$ cat src/shared/pcd_pkg.sv
// constants shared by the peak and crossing detector block
// How it works
// RULE_01: upper set levels raise the peak flags
// RULE_02: flag clears after hold-off count below clear level
// RULE_03: software zeroes hold-off when crossing detector used
// RULE_04: select 0 feeds high comparators to filter
// RULE_05: select 1 feeds three-level minus/zero/plus input
// RULE_06: crossing period is two to the N cycles
// RULE_07: crossing fraction compared to signed 2.14 limits
// RULE_08: detector runs only while enable bit set
// RULE_09: block levels compared on 0 to 256 scale
// RULE_10: two-level enable picks one- or two-bit output
// RULE_11: unused upper bits ignored and read as zero
package pcd_pkg;
  // register indices; byte address is four times the index
  localparam logic [7:0] IDX_ENABLE     = 8'h00;
  localparam logic [7:0] IDX_SET_A      = 8'h07;
  localparam logic [7:0] IDX_CLR_A      = 8'h08;
  localparam logic [7:0] IDX_SET_B      = 8'h09;
  localparam logic [7:0] IDX_CLR_B      = 8'h0a;
  localparam logic [7:0] IDX_HOLD0      = 8'h0b;
  localparam logic [7:0] IDX_HOLD1      = 8'h0c;
  localparam logic [7:0] IDX_IIR_SEL    = 8'h0d;
  localparam logic [7:0] IDX_PERIOD_EXP = 8'h0e;
  localparam logic [7:0] IDX_P0_UP_LO   = 8'h0f;
  localparam logic [7:0] IDX_P0_UP_HI   = 8'h10;
  localparam logic [7:0] IDX_P0_LO_LO   = 8'h11;
  localparam logic [7:0] IDX_P0_LO_HI   = 8'h12;
  localparam logic [7:0] IDX_P0_TWO_LVL = 8'h13;
  localparam logic [7:0] IDX_P1_UP_LO   = 8'h16;
  localparam logic [7:0] IDX_P1_UP_HI   = 8'h17;
  localparam logic [7:0] IDX_P1_LO_LO   = 8'h18;
  localparam logic [7:0] IDX_P1_LO_HI   = 8'h19;
  localparam logic [7:0] IDX_P1_TWO_LVL = 8'h1a;
  localparam logic [7:0] IDX_IRQ_STAT   = 8'h30;
  localparam logic [7:0] IDX_IRQ_MASK   = 8'h31;
  localparam logic [7:0] IDX_LIVE       = 8'h32;
  localparam int         IDX_LSB        = 2;
  localparam int         IDX_MSB        = 9;
  // field widths and reset values
  localparam int         PEAK_W         = 9;
  localparam int         HOLD_W         = 16;
  localparam int         EXP_W          = 4;
  localparam int         LIM_W          = 16;
  localparam int         FRAC_SHIFT     = 14;
  localparam int         NUM_EVT        = 4;
  localparam logic [7:0] RST_BYTE       = 8'h00;
  localparam logic [1:0] HTRANS_NONSEQ  = 2'h2;
  localparam logic [1:0] HTRANS_SEQ     = 2'h3;
  // three-level filter input codes
  localparam logic [1:0] IIR_PLUS       = 2'h1;
  localparam logic [1:0] IIR_ZERO       = 2'h0;
  localparam logic [1:0] IIR_MINUS      = 2'h3;
  typedef enum logic {BUS_IDLE, BUS_RD_WAIT} pcd_bus_t;
endpackage

$ cat src/pcd_hyst.sv
// one hysteresis flag with hold-off count
`timescale 1ns/1ps
module pcd_hyst #(
  parameter int HW = 16
) (
  input  wire logic          i_clk,
  input  wire logic          i_rst_n,
  input  wire logic          i_run,
  input  wire logic          i_above,
  input  wire logic          i_below,
  input  wire logic [HW-1:0] i_hold,
  output logic               o_flag
);
  logic [HW-1:0] cnt_r;
  logic          flag_r;
  wire           sat = &cnt_r;
  // clear only after the hold count of consecutive cycles below
  wire           clr = flag_r & i_below & (cnt_r >= i_hold); // RULE_02

  always_ff @(posedge i_clk or negedge i_rst_n) begin
    if (!i_rst_n) begin
      flag_r <= 1'b0;
      cnt_r  <= '0;
    end else if (!i_run) begin // RULE_08
      flag_r <= 1'b0;
      cnt_r  <= '0;
    end else if (i_above) begin
      flag_r <= 1'b1; // RULE_01
      cnt_r  <= '0;
    end else if (clr) begin
      flag_r <= 1'b0;
      cnt_r  <= '0;
    end else if (flag_r && i_below) begin
      cnt_r  <= sat ? cnt_r : cnt_r + 1'b1;
    end else begin
      cnt_r  <= '0; // any cycle not below restarts the count
    end
  end

  assign o_flag = flag_r;
endmodule // pcd_hyst

$ cat src/pcd_top.sv
// peak and crossing detector with its register slave
`timescale 1ns/1ps
module pcd_top (
  input  wire logic                       i_clk,
  input  wire logic                       i_rst_n,
  input  wire logic                       i_hsel,
  input  wire logic [31:0]                i_haddr,
  input  wire logic [1:0]                 i_htrans,
  input  wire logic                       i_hwrite,
  input  wire logic [2:0]                 i_hsize,
  input  wire logic [31:0]                i_hwdata,
  input  wire logic                       i_hready,
  output logic      [31:0]                o_hrdata,
  output logic                            o_hreadyout,
  output logic                            o_hresp,
  input  wire logic [pcd_pkg::PEAK_W-1:0] i_blk_peak,
  input  wire logic [1:0]                 i_path_cross,
  output logic      [1:0]                 o_peak_flag,
  output logic      [1:0]                 o_iir_in,
  output logic      [1:0]                 o_path0_cmp,
  output logic      [1:0]                 o_path1_cmp,
  output logic                            o_irq
);
  import pcd_pkg::*;

  // configuration storage
  logic              enable_r;
  logic [7:0]        set_a_r;
  logic [7:0]        clr_a_r;
  logic [7:0]        set_b_r;
  logic [7:0]        clr_b_r;
  logic [HOLD_W-1:0] hold_r;
  logic              iir_sel_r;
  logic [EXP_W-1:0]  exp_r;
  logic [LIM_W-1:0]  up0_r;
  logic [LIM_W-1:0]  lo0_r;
  logic [LIM_W-1:0]  up1_r;
  logic [LIM_W-1:0]  lo1_r;
  logic [1:0]        two_lvl_r;
  logic [NUM_EVT-1:0] stat_r;
  logic [NUM_EVT-1:0] mask_r;

  // bus state
  pcd_bus_t          bus_r;
  logic              wr_ph_r;
  logic [7:0]        idx_r;
  logic              hit_r;
  logic [31:0]       hrdata_r;

  // address phase decode
  wire        addr_ok  = (i_haddr[31:IDX_MSB+1] == '0);
  wire [7:0]  a_idx    = i_haddr[IDX_MSB:IDX_LSB];
  wire        xfer     = i_hsel & i_hready & i_htrans[1];
  wire        rd_start = xfer & ~i_hwrite;
  wire        wr_start = xfer & i_hwrite;
  wire        wr_do    = wr_ph_r & hit_r;
  wire [7:0]  wb       = i_hwdata[7:0];

  // reads get one wait state so a write just before is visible
  always_ff @(posedge i_clk or negedge i_rst_n) begin
    if (!i_rst_n) begin
      bus_r   <= BUS_IDLE;
      wr_ph_r <= 1'b0;
      idx_r   <= '0;
      hit_r   <= 1'b0;
    end else begin
      wr_ph_r <= wr_start;
      if (xfer) begin
        idx_r <= a_idx;
        hit_r <= addr_ok;
      end
      unique case (bus_r)
        BUS_IDLE:    bus_r <= rd_start ? BUS_RD_WAIT : BUS_IDLE;
        BUS_RD_WAIT: bus_r <= BUS_IDLE;
      endcase
    end
  end

  assign o_hreadyout = (bus_r == BUS_IDLE);
  assign o_hresp     = 1'b0;

  // read selection; unused upper bits read as zero
  logic [31:0] rd_mux;
  wire  [1:0]  flags;
  wire  [1:0]  pflags;
  always_comb begin
    rd_mux = '0;
    if (hit_r) begin
      unique case (idx_r)
        IDX_ENABLE:     rd_mux[0]   = enable_r; // RULE_11
        IDX_SET_A:      rd_mux[7:0] = set_a_r;
        IDX_CLR_A:      rd_mux[7:0] = clr_a_r;
        IDX_SET_B:      rd_mux[7:0] = set_b_r;
        IDX_CLR_B:      rd_mux[7:0] = clr_b_r;
        IDX_HOLD0:      rd_mux[7:0] = hold_r[7:0];
        IDX_HOLD1:      rd_mux[7:0] = hold_r[15:8];
        IDX_IIR_SEL:    rd_mux[0]   = iir_sel_r;
        IDX_PERIOD_EXP: rd_mux[3:0] = exp_r;
        IDX_P0_UP_LO:   rd_mux[7:0] = up0_r[7:0];
        IDX_P0_UP_HI:   rd_mux[7:0] = up0_r[15:8];
        IDX_P0_LO_LO:   rd_mux[7:0] = lo0_r[7:0];
        IDX_P0_LO_HI:   rd_mux[7:0] = lo0_r[15:8];
        IDX_P0_TWO_LVL: rd_mux[0]   = two_lvl_r[0];
        IDX_P1_UP_LO:   rd_mux[7:0] = up1_r[7:0];
        IDX_P1_UP_HI:   rd_mux[7:0] = up1_r[15:8];
        IDX_P1_LO_LO:   rd_mux[7:0] = lo1_r[7:0];
        IDX_P1_LO_HI:   rd_mux[7:0] = lo1_r[15:8];
        IDX_P1_TWO_LVL: rd_mux[0]   = two_lvl_r[1];
        IDX_IRQ_STAT:   rd_mux[3:0] = stat_r;
        IDX_IRQ_MASK:   rd_mux[3:0] = mask_r;
        IDX_LIVE:       rd_mux[3:0] = {pflags, flags};
        default:        rd_mux      = '0;
      endcase
    end
  end

  always_ff @(posedge i_clk or negedge i_rst_n) begin
    if (!i_rst_n) begin
      hrdata_r <= '0;
    end else if (bus_r == BUS_RD_WAIT) begin
      hrdata_r <= rd_mux;
    end
  end

  assign o_hrdata = hrdata_r;

  // write strobes per register
  wire w_en   = wr_do & (idx_r == IDX_ENABLE);
  wire w_sa   = wr_do & (idx_r == IDX_SET_A);
  wire w_ca   = wr_do & (idx_r == IDX_CLR_A);
  wire w_sb   = wr_do & (idx_r == IDX_SET_B);
  wire w_cb   = wr_do & (idx_r == IDX_CLR_B);
  wire w_h0   = wr_do & (idx_r == IDX_HOLD0);
  wire w_h1   = wr_do & (idx_r == IDX_HOLD1);
  wire w_sel  = wr_do & (idx_r == IDX_IIR_SEL);
  wire w_exp  = wr_do & (idx_r == IDX_PERIOD_EXP);
  wire w_u0l  = wr_do & (idx_r == IDX_P0_UP_LO);
  wire w_u0h  = wr_do & (idx_r == IDX_P0_UP_HI);
  wire w_l0l  = wr_do & (idx_r == IDX_P0_LO_LO);
  wire w_l0h  = wr_do & (idx_r == IDX_P0_LO_HI);
  wire w_t0   = wr_do & (idx_r == IDX_P0_TWO_LVL);
  wire w_u1l  = wr_do & (idx_r == IDX_P1_UP_LO);
  wire w_u1h  = wr_do & (idx_r == IDX_P1_UP_HI);
  wire w_l1l  = wr_do & (idx_r == IDX_P1_LO_LO);
  wire w_l1h  = wr_do & (idx_r == IDX_P1_LO_HI);
  wire w_t1   = wr_do & (idx_r == IDX_P1_TWO_LVL);
  wire w_stat = wr_do & (idx_r == IDX_IRQ_STAT);
  wire w_mask = wr_do & (idx_r == IDX_IRQ_MASK);

  // single-bit and narrow fields keep only their low bits
  always_ff @(posedge i_clk or negedge i_rst_n) begin
    if (!i_rst_n) begin
      enable_r  <= 1'b0;
      iir_sel_r <= 1'b0;
      exp_r     <= '0;
      two_lvl_r <= '0;
      mask_r    <= '0;
    end else begin
      if (w_en)   enable_r     <= wb[0]; // RULE_11
      if (w_sel)  iir_sel_r    <= wb[0];
      if (w_exp)  exp_r        <= wb[EXP_W-1:0];
      if (w_t0)   two_lvl_r[0] <= wb[0];
      if (w_t1)   two_lvl_r[1] <= wb[0];
      if (w_mask) mask_r       <= wb[NUM_EVT-1:0];
    end
  end

  always_ff @(posedge i_clk or negedge i_rst_n) begin
    if (!i_rst_n) begin
      set_a_r <= RST_BYTE;
      clr_a_r <= RST_BYTE;
      set_b_r <= RST_BYTE;
      clr_b_r <= RST_BYTE;
      hold_r  <= '0;
    end else begin
      if (w_sa) set_a_r      <= wb;
      if (w_ca) clr_a_r      <= wb;
      if (w_sb) set_b_r      <= wb;
      if (w_cb) clr_b_r      <= wb;
      if (w_h0) hold_r[7:0]  <= wb;
      if (w_h1) hold_r[15:8] <= wb;
    end
  end

  always_ff @(posedge i_clk or negedge i_rst_n) begin
    if (!i_rst_n) begin
      up0_r <= '0;
      lo0_r <= '0;
      up1_r <= '0;
      lo1_r <= '0;
    end else begin
      if (w_u0l) up0_r[7:0]  <= wb;
      if (w_u0h) up0_r[15:8] <= wb;
      if (w_l0l) lo0_r[7:0]  <= wb;
      if (w_l0h) lo0_r[15:8] <= wb;
      if (w_u1l) up1_r[7:0]  <= wb;
      if (w_u1h) up1_r[15:8] <= wb;
      if (w_l1l) lo1_r[7:0]  <= wb;
      if (w_l1h) lo1_r[15:8] <= wb;
    end
  end

  // block level comparators; 8-bit levels widened onto the peak scale
  wire [PEAK_W-1:0] lvl_sa = {1'b0, set_a_r};
  wire [PEAK_W-1:0] lvl_ca = {1'b0, clr_a_r};
  wire [PEAK_W-1:0] lvl_sb = {1'b0, set_b_r};
  wire [PEAK_W-1:0] lvl_cb = {1'b0, clr_b_r};
  wire cmp_uh = i_blk_peak > lvl_sa; // RULE_09
  wire cmp_ul = i_blk_peak < lvl_ca;
  wire cmp_lh = i_blk_peak > lvl_sb;
  wire cmp_ll = i_blk_peak < lvl_cb;

  // crossing detector window of two to the N cycles
  logic [14:0]    win_r;
  logic [15:0]    xcnt_r [2];
  logic [LIM_W-1:0] frac_r [2];
  logic           fvld_r;
  wire  [14:0]    win_last = 15'((32'h1 << exp_r) - 1);
  wire            win_end  = (win_r == win_last); // RULE_06

  always_ff @(posedge i_clk or negedge i_rst_n) begin
    if (!i_rst_n) begin
      win_r  <= '0;
      fvld_r <= 1'b0;
    end else if (!enable_r || win_end) begin // RULE_08
      win_r  <= '0;
      fvld_r <= enable_r;
    end else begin
      win_r  <= win_r + 1'b1;
    end
  end

  // per-path crossing count and its fraction of the window
  wire [LIM_W-1:0] up_lim [2];
  wire [LIM_W-1:0] lo_lim [2];
  wire [1:0]       p_above;
  wire [1:0]       p_below;
  assign up_lim[0] = up0_r;
  assign up_lim[1] = up1_r;
  assign lo_lim[0] = lo0_r;
  assign lo_lim[1] = lo1_r;

  genvar p;
  generate
    for (p = 0; p < 2; p++) begin : g_path
      wire [15:0] cnt_now = xcnt_r[p] + 16'(i_path_cross[p]);
      // a count equal to the window length maps to 1.0 in 2.14
      wire [31:0] scaled  = ({16'h0, cnt_now} << FRAC_SHIFT) >> exp_r;
      always_ff @(posedge i_clk or negedge i_rst_n) begin
        if (!i_rst_n) begin
          xcnt_r[p] <= '0;
          frac_r[p] <= '0;
        end else if (!enable_r) begin
          xcnt_r[p] <= '0;
          frac_r[p] <= '0;
        end else if (win_end) begin
          xcnt_r[p] <= '0;
          frac_r[p] <= scaled[LIM_W-1:0]; // RULE_07
        end else begin
          xcnt_r[p] <= cnt_now;
        end
      end
      // limits are signed 2.14 values
      assign p_above[p] = fvld_r & ($signed(frac_r[p]) > $signed(up_lim[p])); // RULE_07
      assign p_below[p] = fvld_r & ($signed(frac_r[p]) < $signed(lo_lim[p]));
    end
  endgenerate

  // hysteresis flags: two block pairs then two crossing paths
  wire [3:0]        h_above = {p_above, cmp_lh, cmp_uh};
  wire [3:0]        h_below = {p_below, cmp_ll, cmp_ul};
  wire [3:0]        h_flag;
  wire [HOLD_W-1:0] h_hold [4];
  assign h_hold[0] = hold_r;
  assign h_hold[1] = hold_r;
  // the hold-off only applies to block flags; paths clear at once
  assign h_hold[2] = '0;
  assign h_hold[3] = '0;

  genvar h;
  generate
    for (h = 0; h < 4; h++) begin : g_hyst
      pcd_hyst #(
        .HW(HOLD_W)
      ) u_hyst (
        .i_clk  (i_clk),
        .i_rst_n(i_rst_n),
        .i_run  (enable_r),
        .i_above(h_above[h]), // RULE_01
        .i_below(h_below[h]), // RULE_02
        .i_hold (h_hold[h]),
        .o_flag (h_flag[h])
      );
    end
  endgenerate

  assign flags  = h_flag[1:0];
  assign pflags = h_flag[3:2];

  // filter input from the comparator flags
  wire [1:0] iir_two = flags[0] ? IIR_PLUS : (!flags[1] ? IIR_MINUS : IIR_ZERO); // RULE_05
  wire [1:0] iir_one = flags[0] ? IIR_PLUS : IIR_ZERO; // RULE_04
  wire [1:0] iir_nxt = !enable_r ? IIR_ZERO : (iir_sel_r ? iir_two : iir_one);

  // path comparator outputs: one-bit flag or above/below pair
  wire [1:0] cmp0_nxt = two_lvl_r[0] ? {p_above[0], p_below[0]} : {1'b0, pflags[0]}; // RULE_10
  wire [1:0] cmp1_nxt = two_lvl_r[1] ? {p_above[1], p_below[1]} : {1'b0, pflags[1]}; // RULE_10

  logic [1:0] iir_r;
  logic [1:0] cmp0_r;
  logic [1:0] cmp1_r;
  logic [1:0] flag_out_r;
  always_ff @(posedge i_clk or negedge i_rst_n) begin
    if (!i_rst_n) begin
      iir_r      <= IIR_ZERO;
      cmp0_r     <= '0;
      cmp1_r     <= '0;
      flag_out_r <= '0;
    end else begin
      iir_r      <= iir_nxt;
      cmp0_r     <= cmp0_nxt;
      cmp1_r     <= cmp1_nxt;
      flag_out_r <= flags;
    end
  end

  assign o_iir_in    = iir_r;
  assign o_path0_cmp = cmp0_r;
  assign o_path1_cmp = cmp1_r;
  assign o_peak_flag = flag_out_r;

  // interrupt events on rising flags; a set beats a same-cycle clear
  logic [3:0] flag_d_r;
  wire  [3:0] evt = h_flag & ~flag_d_r;
  wire  [3:0] clr = w_stat ? wb[NUM_EVT-1:0] : '0;
  always_ff @(posedge i_clk or negedge i_rst_n) begin
    if (!i_rst_n) begin
      flag_d_r <= '0;
      stat_r   <= '0;
    end else begin
      flag_d_r <= h_flag;
      stat_r   <= (stat_r & ~clr) | evt;
    end
  end

  assign o_irq = |(stat_r & mask_r);
endmodule // pcd_top

$ cat config.mk
export PLATFORM = sky130hd
export DESIGN_NAME = pcd_top
export DESIGN_NICKNAME = d
export VERILOG_FILES = /design/src/shared/pcd_pkg.sv /design/src/pcd_hyst.sv /design/src/pcd_top.sv
export SDC_FILE = /design/constraint.sdc
export NUM_CORES = 1
export LEC_CHECK = 0
export BUFFER_PORTS_ARGS = -buffer_cell sky130_fd_sc_hd__buf_4
export CELL_PAD_IN_SITES_DETAIL_PLACEMENT = 1
export CELL_PAD_IN_SITES_GLOBAL_PLACEMENT = 2
export CORE_MARGIN = 2
export CORE_UTILIZATION = 35
export DETAILED_ROUTE_END_ITERATION = 16
export MAX_ROUTING_LAYER = met4
export PLACE_DENSITY_LB_ADDON = 0.25
export RECOVER_POWER = 50
export SLEW_MARGIN = 40
export SYNTH_ARGS = -nofsm -noshare
export SYNTH_HDL_FRONTEND = slang
export SYNTH_SLANG_ARGS = --single-unit
$ cat constraint.sdc
create_clock -name i_clk -period 4.6 [get_ports i_clk]
set_clock_uncertainty 0.2 [all_clocks]
set_input_delay 0.23 -clock i_clk [delete_from_list [all_inputs] [get_ports i_clk]]
set_output_delay 0.23 -clock i_clk [all_outputs]
set_load 0.02 [all_outputs]
==> results of run 1 <==
[state kept, by name (all words and copies together) (netlist names), 4 cells and up]
name                  flops
xcnt_r                   32
up1_r                    16
set_a_r                   8
clr_a_r                   8
set_b_r                   8
g_hyst.u_hyst.cnt_r      32
hold_r                   16
frac_r                   32
g_hyst.u_hyst.o_flag      4
lo0_r                    16
up0_r                    16
flag_d_r                  4
stat_r                    4
exp_r                     4
lo1_r                    16
o_hrdata                  8
clr_b_r                   8
mask_r                    4
idx_r                     8
win_r                    15
[cells in the final DEF (no fill, tap or decap), types with 32 or more instances in the layout]
master	count
a21o_1	36
a21oi_1	48
buf_4	83
clkbuf_1	32
clkbuf_16	36
dfrtp_1	269
ha_1	132
inv_1	149
mux2_2	94
nand2_1	152
nand3_1	61
nand4_1	43
nor2_1	144
nor3_1	52
nor4_1	45
o21ai_0	109
xnor2_1	42
[path summary, 6_finish.rpt]
check,from,endpoint,depth (start not counted)
setup / recovery,exp_r[1],frac_r[1],12
hold / removal,i_blk_peak[8],g_hyst[1].u_hyst.o_flag,4
setup reg to reg,exp_r[1],frac_r[1],12
hold reg to reg,flag_d_r[3],stat_r[3],1
max in group asynchronous,i_rst_n,set_b_r[7],4
min in group asynchronous,i_rst_n,hold_r[11],3
[through the flow]
| stage | area (µm²) | utilization | cells | setup slack, ps |
|---|---|---|---|---|
| 2_1_floorplan | 18000 | - | 1964 | 141 |
| 3_3_place_gp | 19100 | 0.379 | 2616 | 493 |
| 3_5_place_dp | 19100 | 0.380 | 2617 | 404 |
| 4_1_cts | 20600 | 0.408 | 2706 | 384 |
| 5_1_grt | 20400 | 0.405 | 2707 | 89.2 |
| 6_report | 20400 | 0.405 | 2707 | 416 |
[cells by family after synthesis]
kind of cell	count (synthesis)	synth area share
AO/OA/AOI/OAI	436	0.171
XOR/XNOR	69	0.0337
adder cells (fa/ha/maj)	132	0.0921
buffers and inverters	277	0.0676
flip-flops	273	0.381
multiplexers	123	0.0787
other	1	0.000209
AND/OR/NAND/NOR	629	0.176
[critical path, stage by stage (launching register included)]
cell	delay, ps
dfrtp_2	460
nor4_1	430
inv_1	90
ha_1	320
buf_4	230
nor2_1	140
and3_1	170
a211oi_1	60
or4b_1	600
or4_1	690
buf_4	230
nor3_4	270
a32o_1	230
[repair_timing]
item                      CTS  global route
resized for setup           0             0
hold endpoints to repair  280             0
hold buffers               24             0
[report_power, final]
part           switching (W)  total (W)  internal [W]  leakage, nW
registers           0.000259    0.00282       0.00256         3.20
logic               0.000811    0.00131      0.000500         5.48
clock network        0.00116    0.00279       0.00163        0.559
[cell type report]
class / instances / area share
well taps: 672 / 0.0412
inverters: 150 / 0.0276
clock buffers: 49 / 0.0485
clock inverters: 16 / 0.00785
repair buffers: 133 / 0.0479
flip-flops and latches: 273 / 0.335
multi-input cells: 1414 / 0.492
[cell usage after synthesis, drive strengths merged (8+ instances only)]
cell,n,share of area
a2111oi,9,0.0044
a211oi,26,0.011
a21o,36,0.015
a21oi,48,0.013
a221oi,12,0.0062
a222oi,12,0.0067
a22o,21,0.010
a22oi,24,0.010
a31oi,10,0.0035
and2,14,0.0049
and3,21,0.0073
and4,10,0.0049
buf,51,0.020
clkbuf,76,0.016
dfrtp,273,0.38
ha,132,0.092
inv,149,0.031
mux2,94,0.059
mux2i,24,0.013
nand2,152,0.032
nand2b,13,0.0045
nand3,61,0.017
nand4,43,0.015
nor2,145,0.030
nor2b,13,0.0045
nor3,59,0.018
nor4,50,0.018
o211ai,11,0.0046
o21a,11,0.0046
o21ai,111,0.031
o22ai,12,0.0042
o2bb2ai,10,0.0049
or2,10,0.0035
or3,8,0.0028
or4,9,0.0038
xnor2,42,0.021
xor2,27,0.013
[per-layer routing]
layer | vias to the layer above | part of all wire | GRT usage
li1 | 7201 | - | -
met1 | 7929 | 0.46 | 0.314
met2 | 311 | 0.47 | 0.391
met3 | 94 | 0.034 | 0.0262
met4 | 0 | 0.031 | 0.0776
met5 | - | 0 | -
==> run metrics, run 1 <==
status finished with violations; failing checks max-capacitance violations, max-slew violations; Initial Util 0.356; max-slew violations 172; Final setup viols 0; RSZ-0062 raised after global routing false; maximum clock insertion buffer count 3; Area Overhead vs Synth 13.8%; Final Cycle Share 0.910; worst path required time 4880 ps; # diodes 0; TritonCTS sink count 273; number of library cell types mapped by synthesis 85; Yosys Warn Count 0; Avg Cell Area, Syn 9.25 µm²; Critical Path Sink Type flop; Worst Path Max Fanout 14; synthesized cell area 0.0179 mm²; H-tree depth 2; CTS tree yes; largest net degree at the start of global routing 99; vias 15500; startpoint types flop; Hold Violations, Final 0; I/O pin cnt 128; Synth Instances 1940; Iteration-0 DRC Markers 978; FP Rows 82; PwrDens 339 mW/mm²; CTS Root Cell clkbuf_16; Post-synth EDFFs 0; Skew-Pair Late Insertion Delay 570 ps; WHS 39.0 ps; Chip Height 230 µm; Max Cap Viol 3; fillers 5751; worst setup path class flop to flop; fraction of layout instances using a drive strength above 1 0.135; post-route minimum period 4180 ps; vias in the first global route 15700; core area 0.0504 mm²; Arr. time, crit path 4470 ps; Leak 9.24 nW; Worst-path clk slew 60 ps; gr usage total 0.240; setup fix buffers added after clock tree synthesis 0; die width 230 µm; vias per cell 5.74; gpl congestion 0.875; worst min path class input pin to flop; Routed Antenna Nets 0; DRT Pass-1 Iters 5; multi-input logic area 0.0100 mm²; fmax 0.239 GHz; first-pass GRT wire length 96.3 mm; final WL 61.9 mm; Slew Limit Headroom -0.591; flop and latch count out of synthesis 273; Main synth FF type dfrtp_1; Reg area 0.00684 mm²; post-synthesis sequential area ratio 0.381; Post-synth ARST share 1.00; Power, Total 0.00693 W; initial antenna violation count 0; wire per inst 22.9 µm; die area 0.0531 mm²; peak supply drop 205 µV; Buffers on Ports 72; placed wire-length estimate 45.8 mm; GRT overflow 0; Slew @ Worst Pin 2390 ps; detailed-route DRC error count 0; sum of negative setup slack 0 ps; register-to-register setup slack 420 ps; final net count 2225; CTS Buf Count 36
No activity file was read; power rests on OpenSTA's default activity.
==> run 2, diff against run 1 <==
--- a/config.mk
+++ b/config.mk
@@ -17,4 +17,5 @@
 export SLEW_MARGIN = 40
 export SYNTH_ARGS = -nofsm -noshare
 export SYNTH_HDL_FRONTEND = slang
+export SYNTH_HIERARCHICAL = 1
 export SYNTH_SLANG_ARGS = --single-unit
==> run metrics, run 2 <==
Hold Violations, Final 0 (unchanged); top post-synthesis cells by area dfrtp_1 38%, ha_1 10%, mux2_2 4.7%, nand2_1 3.8%, nor2_1 3.7%; peak supply drop 284 µV (+39%); CP bufs+invs 3 (unchanged); RSZ-0062 raised after global routing false; first-pass GRT wire length 109 mm (+13%); initial antenna violation count 1 (+1); delay-heaviest family, CP simple AND/OR/NAND/NOR gates; detailed-route DRC error count 0 (unchanged); Switch Pwr 0.00181 W (-19%); Place WS 466 ps (+62.6 ps); worst min path class input pin to flop; FP Rows 88 (+7.3%); Final Cycle Share 0.929 (+0.0192); Initial Util 0.353 (-0.00359); count leader, synth dfrtp_1; CTS Buf Count 39 (+8.3%); final net count 2645 (+19%); Largest regs g_hyst.u_hyst/cnt_r (64), frac_r (32), xcnt_r (32); Buffers on Ports 72 (unchanged); failing checks max-capacitance violations, max-slew violations; Chip Height 245 µm (+6.2%); Synth Instances 2284 (+18%); maximum clock insertion buffer count 3 (unchanged); WHS 44.0 ps (+5.00 ps); Worst Path Max Fanout 19 (+5); Routed Antenna Nets 0 (unchanged); Max Cap Viol 1 (-2); H-tree depth 2 (unchanged); most common cell after layout, fill and taps aside dfrtp_1; die width 245 µm (+6.2%); Critical Path Sink Type flop; Post-CTS Resized 0 (unchanged); dpl cells 3093 (+18%); largest net degree at the start of global routing 111 (+12%); die area 0.0598 mm² (+13%); register-to-register setup slack 330 ps (-90 ps); Seq pwr share 0.412 (+0.004); Main synth FF type dfrtp_1; sum of negative setup slack 0 ps (unchanged); Slew Limit Headroom -0.987 (-0.396); Avg Cell Area, Syn 8.87 µm² (-4.1%); Worst-path clk slew 60 ps (about the same); Net Sw Frac 0.267 (-0.0550); wire per inst 21.5 µm (-5.9%); final non-filler cell total 3190 (+18%); gr usage total 0.238 (-0.00235); Power, Total 0.00677 W (-2.3%); Comb pwr share 0.099 (-0.090); gpl congestion 0.846 (-3.3%); vias per cell 5.53 (-3.7%); Final setup viols 0 (unchanged); max reg flops 64; synthesized cell area 0.0203 mm² (+13%); setup fix buffers added after clock tree synthesis 0 (unchanged); Area Overhead vs Synth 14.9%; area leader, netlist dfrtp_1; worst setup path class flop to flop; Max stage delay on crit path 520 ps (-170 ps); clock share of power 0.489 (+0.086); CTS Root Cell clkbuf_16; cell mode on critical path nand2_1; PwrDens 291 mW/mm² (-14%); placed wire-length estimate 51.1 mm (+12%); vias in the first global route 18700 (+19%); Skew-Pair Late Insertion Delay 570 ps (about the same); fraction of layout instances using a drive strength above 1 0.118 (-0.0171); number of library cell types mapped by synthesis 80 (-5.9%); Post-synth EDFFs 0 (unchanged); final worst slack 327 ps (-88.3 ps); top cells by count, synth 305 x dfrtp_1, 204 x nand2_1, 202 x nor2_1; flop and latch count out of synthesis 305 (+12%); Leak 10.6 nW (+15%); post-synthesis sequential area ratio 0.377 (-0.00412); CTS tree yes; core area 0.0575 mm² (+14%); commonest cells after routing, fill and taps aside 304 x dfrtp_1, 204 x nand2_1, 201 x nor2_1; Reg with most FFs g_hyst.u_hyst/cnt_r; final WL 68.7 mm (+11%); Slew @ Worst Pin 2980 ps (+595 ps); status finished with violations; startpoint types flop; Post-synth ARST share 1.00 (unchanged); Arr. time, crit path 4480 ps (about the same); P_int 0.00496 W (+5.6%); crit-path cells inv_1 -> nor2_1 -> buf_4 -> nand2_1 -> ha_1 -> xnor2_1 -> xnor2_1 -> a2111oi_0 -> or4b_1 -> nor4_1 -> nand2_1 -> nand2_1 -> buf_4 -> o22ai_1; GRT overflow 0 (unchanged); post-route minimum period 4270 ps (+88.3 ps); hold_buf cts 23 (-4.2%); DRT Pass-1 Iters 6 (+1); max-slew violations 48 (-72%); Yosys Warn Count 6 (+6); Iteration-0 DRC Markers 1089 (+11%); CP max-delay cell or4b_1; I/O pin cnt 128 (unchanged); worst path required time 4810 ps (-70 ps); top cell type's share of synthesized area 0.377 (-0.00412); fmax 0.234 GHz (-2.1%); vias 17600 (+13%); TritonCTS sink count 305 (+12%)
run 2: cell type report:
| class | instances | area (µm²) |
|---|---|---|
| tap | 765 | 957 |
| clock inverter | 20 | 260 |
| inverter | 202 | 758 |
| sequential | 305 | 7630 |
| fill | 6751 | 34200 |
| timing repair buffer | 142 | 1090 |
| multi-input combinational | 1704 | 11500 |
| antenna | 1 | 2.50 |
| clock buffer | 51 | 1120 |
run 2: path summary, 6_finish.rpt:
kind	start	endpoint	cells past startpoint
max	exp_r[0]	frac_r[16]	14
min	i_path_cross[1]	xcnt_r[0]	4
max reg2reg	exp_r[0]	frac_r[16]	14
min reg2reg	flag_d_r[2]	stat_r[2]	1
max in group asynchronous	i_rst_n	exp_r[1]	5
min in group asynchronous	i_rst_n	clr_a_r[3]	3
run 2: kinds of logic (layout without fill, tap and decap cells):
kind of cell	Yosys count	in the layout	share of synthesized area
flip-flops	305	305	0.377
AND/OR/NAND/NOR	766	766	0.183
AO/OA/AOI/OAI	506	506	0.164
XOR/XNOR	94	94	0.0406
other	1	58	0.000185
adder cells (fa/ha/maj)	166	166	0.103
multiplexers	115	115	0.0633
buffers and inverters	331	415	0.0693
run 2: through the flow:
step	util	cell area, µm²
2_1_floorplan	-	20500
3_3_place_gp	0.378	21700
3_5_place_dp	0.378	21700
4_1_cts	0.406	23300
5_1_grt	0.405	23300
6_report	0.405	23300
run 2: power groups by stage:
| stage | sequential, W | clock (W) | combinational [W] |
|---|---|---|---|
| after floorplan | 0.00280 | 0 | 0.000415 |
| after global placement | 0.00283 | 0 | 0.000637 |
| after detailed placement | 0.00284 | 0 | 0.000653 |
| after CTS | 0.00279 | 0.00340 | 0.000671 |
| after global routing | 0.00279 | 0.00350 | 0.000734 |
| final | 0.00279 | 0.00331 | 0.000668 |
run 2: routing by layer:
layer  up-vias  GRT usage  wire [µm]  share of wire
met5         -          -          0              0
met4         0     0.0725       2010          0.029
met3       106     0.0363       3120          0.045
met2       361      0.391      32900           0.48
met1      8865      0.303      30700           0.45
li1       8293          -          -              -
run 2: worst register-to-register path, cell delays in order (launching register included):
cell and delay, ps:
dfrtp_1 470, inv_1 90, nor2_1 110, buf_4 160, nand2_1 70, ha_1 210
xnor2_1 190, xnor2_1 100, a2111oi_0 400, or4b_1 520, nor4_1 440, nand2_1 460
nand2_1 260, buf_4 310, o22ai_1 120
==> run 3, diff against run 2 <==
--- a/config.mk
+++ b/config.mk
@@ -5,15 +5,16 @@
 export SDC_FILE = /design/constraint.sdc
 export NUM_CORES = 1
 export LEC_CHECK = 0
+export ABC_AREA = 1
 export BUFFER_PORTS_ARGS = -buffer_cell sky130_fd_sc_hd__buf_4
 export CELL_PAD_IN_SITES_DETAIL_PLACEMENT = 1
 export CELL_PAD_IN_SITES_GLOBAL_PLACEMENT = 2
 export CORE_MARGIN = 2
-export CORE_UTILIZATION = 35
+export CORE_UTILIZATION = 32
 export DETAILED_ROUTE_END_ITERATION = 16
 export MAX_ROUTING_LAYER = met4
 export PLACE_DENSITY_LB_ADDON = 0.25
-export RECOVER_POWER = 50
+export RECOVER_POWER = 100
 export SLEW_MARGIN = 40
 export SYNTH_ARGS = -nofsm -noshare
 export SYNTH_HDL_FRONTEND = slang
==> run metrics, run 3 <==
Synth Area in Adders 0.100 (-0.00240); Leak 13.1 nW (+23%); core area 0.0642 mm² (+12%); Critical Path Sink Type flop; vias 19800 (+13%); maximum clock insertion buffer count 3 (unchanged); delay-heaviest family, CP simple AND/OR/NAND/NOR gates; Max stage delay on crit path 580 ps (+60 ps); Routed Antenna Nets 0 (unchanged); detailed-route DRC error count 0 (unchanged); Net Sw Frac 0.305 (+0.0377); DRT Pass-1 Iters 5 (-1); R2R Path Start exp_r[2]; Post-synth EDFFs 0 (unchanged); fmax 0.256 GHz (+9.4%); gr usage total 0.222 (-0.0163); initial antenna violation count 0 (-1); Post-synth ARST share 1.00 (unchanged); vias in the first global route 20900 (+12%); GRT overflow 0 (unchanged); Final setup viols 0 (unchanged); clock share of power 0.440 (-0.049); CTS Root Cell clkbuf_16; Iteration-0 DRC Markers 1095 (+0.55%); hold_buf cts 24 (+4.3%); Synth Area in XOR/XNOR 0.00338 (-0.0373); vias per cell 5.04 (-8.7%); largest net degree at the start of global routing 96 (-14%); post-route minimum period 3900 ps (-369 ps); P_int 0.00505 W (+1.9%); WHS Endpoint up0_r[10]; setup fix buffers added after clock tree synthesis 0 (unchanged); Buffers on Ports 72 (unchanged); synthesized cell area 0.0207 mm² (+2.4%); placed wire-length estimate 54.0 mm (+5.6%); Final Cycle Share 0.849 (-0.0802); number of library cell types mapped by synthesis 51 (-36%); failing checks max-capacitance violations, max-slew violations; proportion of synthesized area in mux cells 0.000482 (-0.0628); peak supply drop 194 µV (-32%); H-tree depth 2 (unchanged); hold path start i_hwdata[2]; count leader, synth nand2_1; Synth Area in Compound Gates 0.113 (-0.0515); max-slew violations 34 (-29%); Comb pwr share 0.161 (+0.062); Arr. time, crit path 4110 ps (-370 ps); Seq pwr share 0.399 (-0.013); CP max-delay cell dfrtp_1; dpl cells 3840 (+24%); Slew Limit Headroom -0.436 (+0.551); PwrDens 308 mW/mm² (+5.8%); Worst Path Max Fanout 39 (+20); post-synthesis sequential area ratio 0.368 (-0.00884); TritonCTS sink count 305 (unchanged); die area 0.0669 mm² (+12%); FP Rows 93 (+5.7%); top cells by count, synth 846 x nand2_1, 397 x inv_1, 305 x dfrtp_1; worst r2r dst frac_r[5]; gpl congestion 0.900 (+6.3%); final net count 3303 (+25%); # diodes 0 (-1); worst min path class input pin to flop; Synth Instances 2942 (+29%); fillers 8142 (+21%); reg2reg path depth 17 (+3); largest family of logic cells by synthesized area simple AND/OR/NAND/NOR gates; Hold Violations, Final 0 (unchanged); Avg Cell Area, Syn 7.05 µm² (-21%); Post-CTS Resized 0 (unchanged); first-pass GRT wire length 115 mm (+5.7%); Reg with most FFs g_hyst.u_hyst/cnt_r; worst path required time 4810 ps (about the same); max reg flops 64 (unchanged); Largest regs g_hyst.u_hyst/cnt_r (64), frac_r (32), xcnt_r (32); top post-synthesis cells by area dfrtp_1 37%, nand2_1 15%, ha_1 10%, inv_1 7.2%, nand3_1 5.7%; top cell type's share of synthesized area 0.368 (-0.00884); RSZ-0062 raised after global routing false; startpoint types flop; Hold Path Stages 3 (-1); register-to-register setup slack 700 ps (+370 ps); Main synth FF type dfrtp_1; Initial Util 0.323 (-0.0295); Chip Height 259 µm (+5.7%); CTS tree yes; Worst-path clk slew 60 ps (about the same); Yosys Warn Count 6 (unchanged); most common cell after layout, fill and taps aside nand2_1; wire per inst 18.1 µm (-16%); Skew-Pair Late Insertion Delay 570 ps (about the same); commonest cells after routing, fill and taps aside 846 x nand2_1, 392 x inv_1, 305 x dfrtp_1; CP bufs+invs 3 (unchanged); sum of negative setup slack 0 ps (unchanged); worst setup path class flop to flop; final WL 71.1 mm (+3.6%); Max Cap Viol 1 (unchanged); cell mode on critical path nand2_1; Slew @ Worst Pin 2150 ps (-827 ps); CTS Buf Count 39 (unchanged); die width 259 µm (+5.7%); Area Overhead vs Synth 13.9%; crit-path cells nor2_1 -> nand2_1 -> ha_1 -> inv_1 -> nand2_1 -> nand2_1 -> inv_1 -> nand2_1 -> nand2_1 -> nor2_1 -> nand2_1 -> nor3_2 -> nand3_2 -> nand2_4 -> inv_2 -> nand2_1 -> o21ai_0; flop and latch count out of synthesis 305 (unchanged); status finished with violations; fraction of the mapped netlist area in simple logic gates 0.314 (+0.131); fraction of layout instances using a drive strength above 1 0.0646 (-0.0530); I/O pin cnt 128 (unchanged); area leader, netlist dfrtp_1; final non-filler cell total 3935 (+23%); Switch Pwr 0.00222 W (+23%)
==> run 3: cell types whose count changed in the layout (fill, tap and decap cells not counted), sizes merged, moves of 32 or more <==
cell and delta:
nand2 +645, inv +202, nand3 +161, nor2 +98, mux2 -85, o21ai +81
xor2 -54, buf -32, xnor2 -32
==> run 3: how the worst max path moves through the flow <==
stage | slack [ps] | to | depth (start not counted) | startpoint
floorplan | 1560 | frac_r[26] | 21 | exp_r[1]
global placement | 890 | frac_r[4] | 17 | exp_r[2]
detailed placement | 840 | frac_r[18] | 17 | exp_r[2]
CTS | 820 | frac_r[5] | 17 | exp_r[2]
global route | 260 | frac_r[5] | 17 | exp_r[2]
finish | 700 | frac_r[5] | 17 | exp_r[2]
==> run 3: area by class of cell <==
class,instances,area [µm²],share of cell area
clock buffers,56,1160,0.0491
clock inverters,13,155,0.00657
inverters,407,1530,0.0648
multi-input cells,2184,11200,0.474
flip-flops and latches,305,7630,0.323
well taps,855,1070,0.0453
repair buffers,115,872,0.0369
==> run 3: logic make-up (layout without fill, tap and decap cells) <==
logic type / count (synthesis) / after routing
xor gates and xnor gates: 8 / 8
DFF: 305 / 305
AOI/OAI and AO/OA: 425 / 425
and+or+nand+nor: 1527 / 1527
other: 1 / 57
muxes: 1 / 1
buffers and inverters: 509 / 591
adders and majority gates: 166 / 166
==> run 3: power by group through the flow <==
stage / Combinational [W] / Clock (W) / Sequential (W)
2_1_floorplan: 0.000757 / 0 / 0.00292
3_3_place_gp: 0.00113 / 0 / 0.00294
3_5_place_dp: 0.00116 / 0 / 0.00295
4_1_cts: 0.00118 / 0.00330 / 0.00290
5_1_grt: 0.00134 / 0.00339 / 0.00292
6_report: 0.00117 / 0.00320 / 0.00290
==> run 3: per-layer routing <==
layer	vias up	global-route usage	wire, µm
met5	-	-	0
met2	241	0.363	33800
met4	0	0.0472	1250
met1	9841	0.296	33900
met3	73	0.0239	2110
li1	9692	-	-
==> run 3: stage by stage <==
| step | worst slack [ps] | hold WS [ps] | util | total power [W] | cell area (µm²) |
|---|---|---|---|---|---|
| after floorplan | 1560 | -266 | - | 0.00367 | 21000 |
| after global placement | 889 | 136 | 0.345 | 0.00408 | 22200 |
| after detailed placement | 843 | 156 | 0.345 | 0.00411 | 22200 |
| after CTS | 825 | 2.77 | 0.369 | 0.00738 | 23700 |
| after global routing | 260 | 37.7 | 0.368 | 0.00765 | 23600 |
| final | 696 | 15.3 | 0.368 | 0.00727 | 23600 |
==> run 3: tightest hold or removal path: cells and delay by family <==
| kind | cells | cell delay, ps |
|---|---|---|
| buf+inv | 2 | 290 |
| compound gates | 1 | 220 |
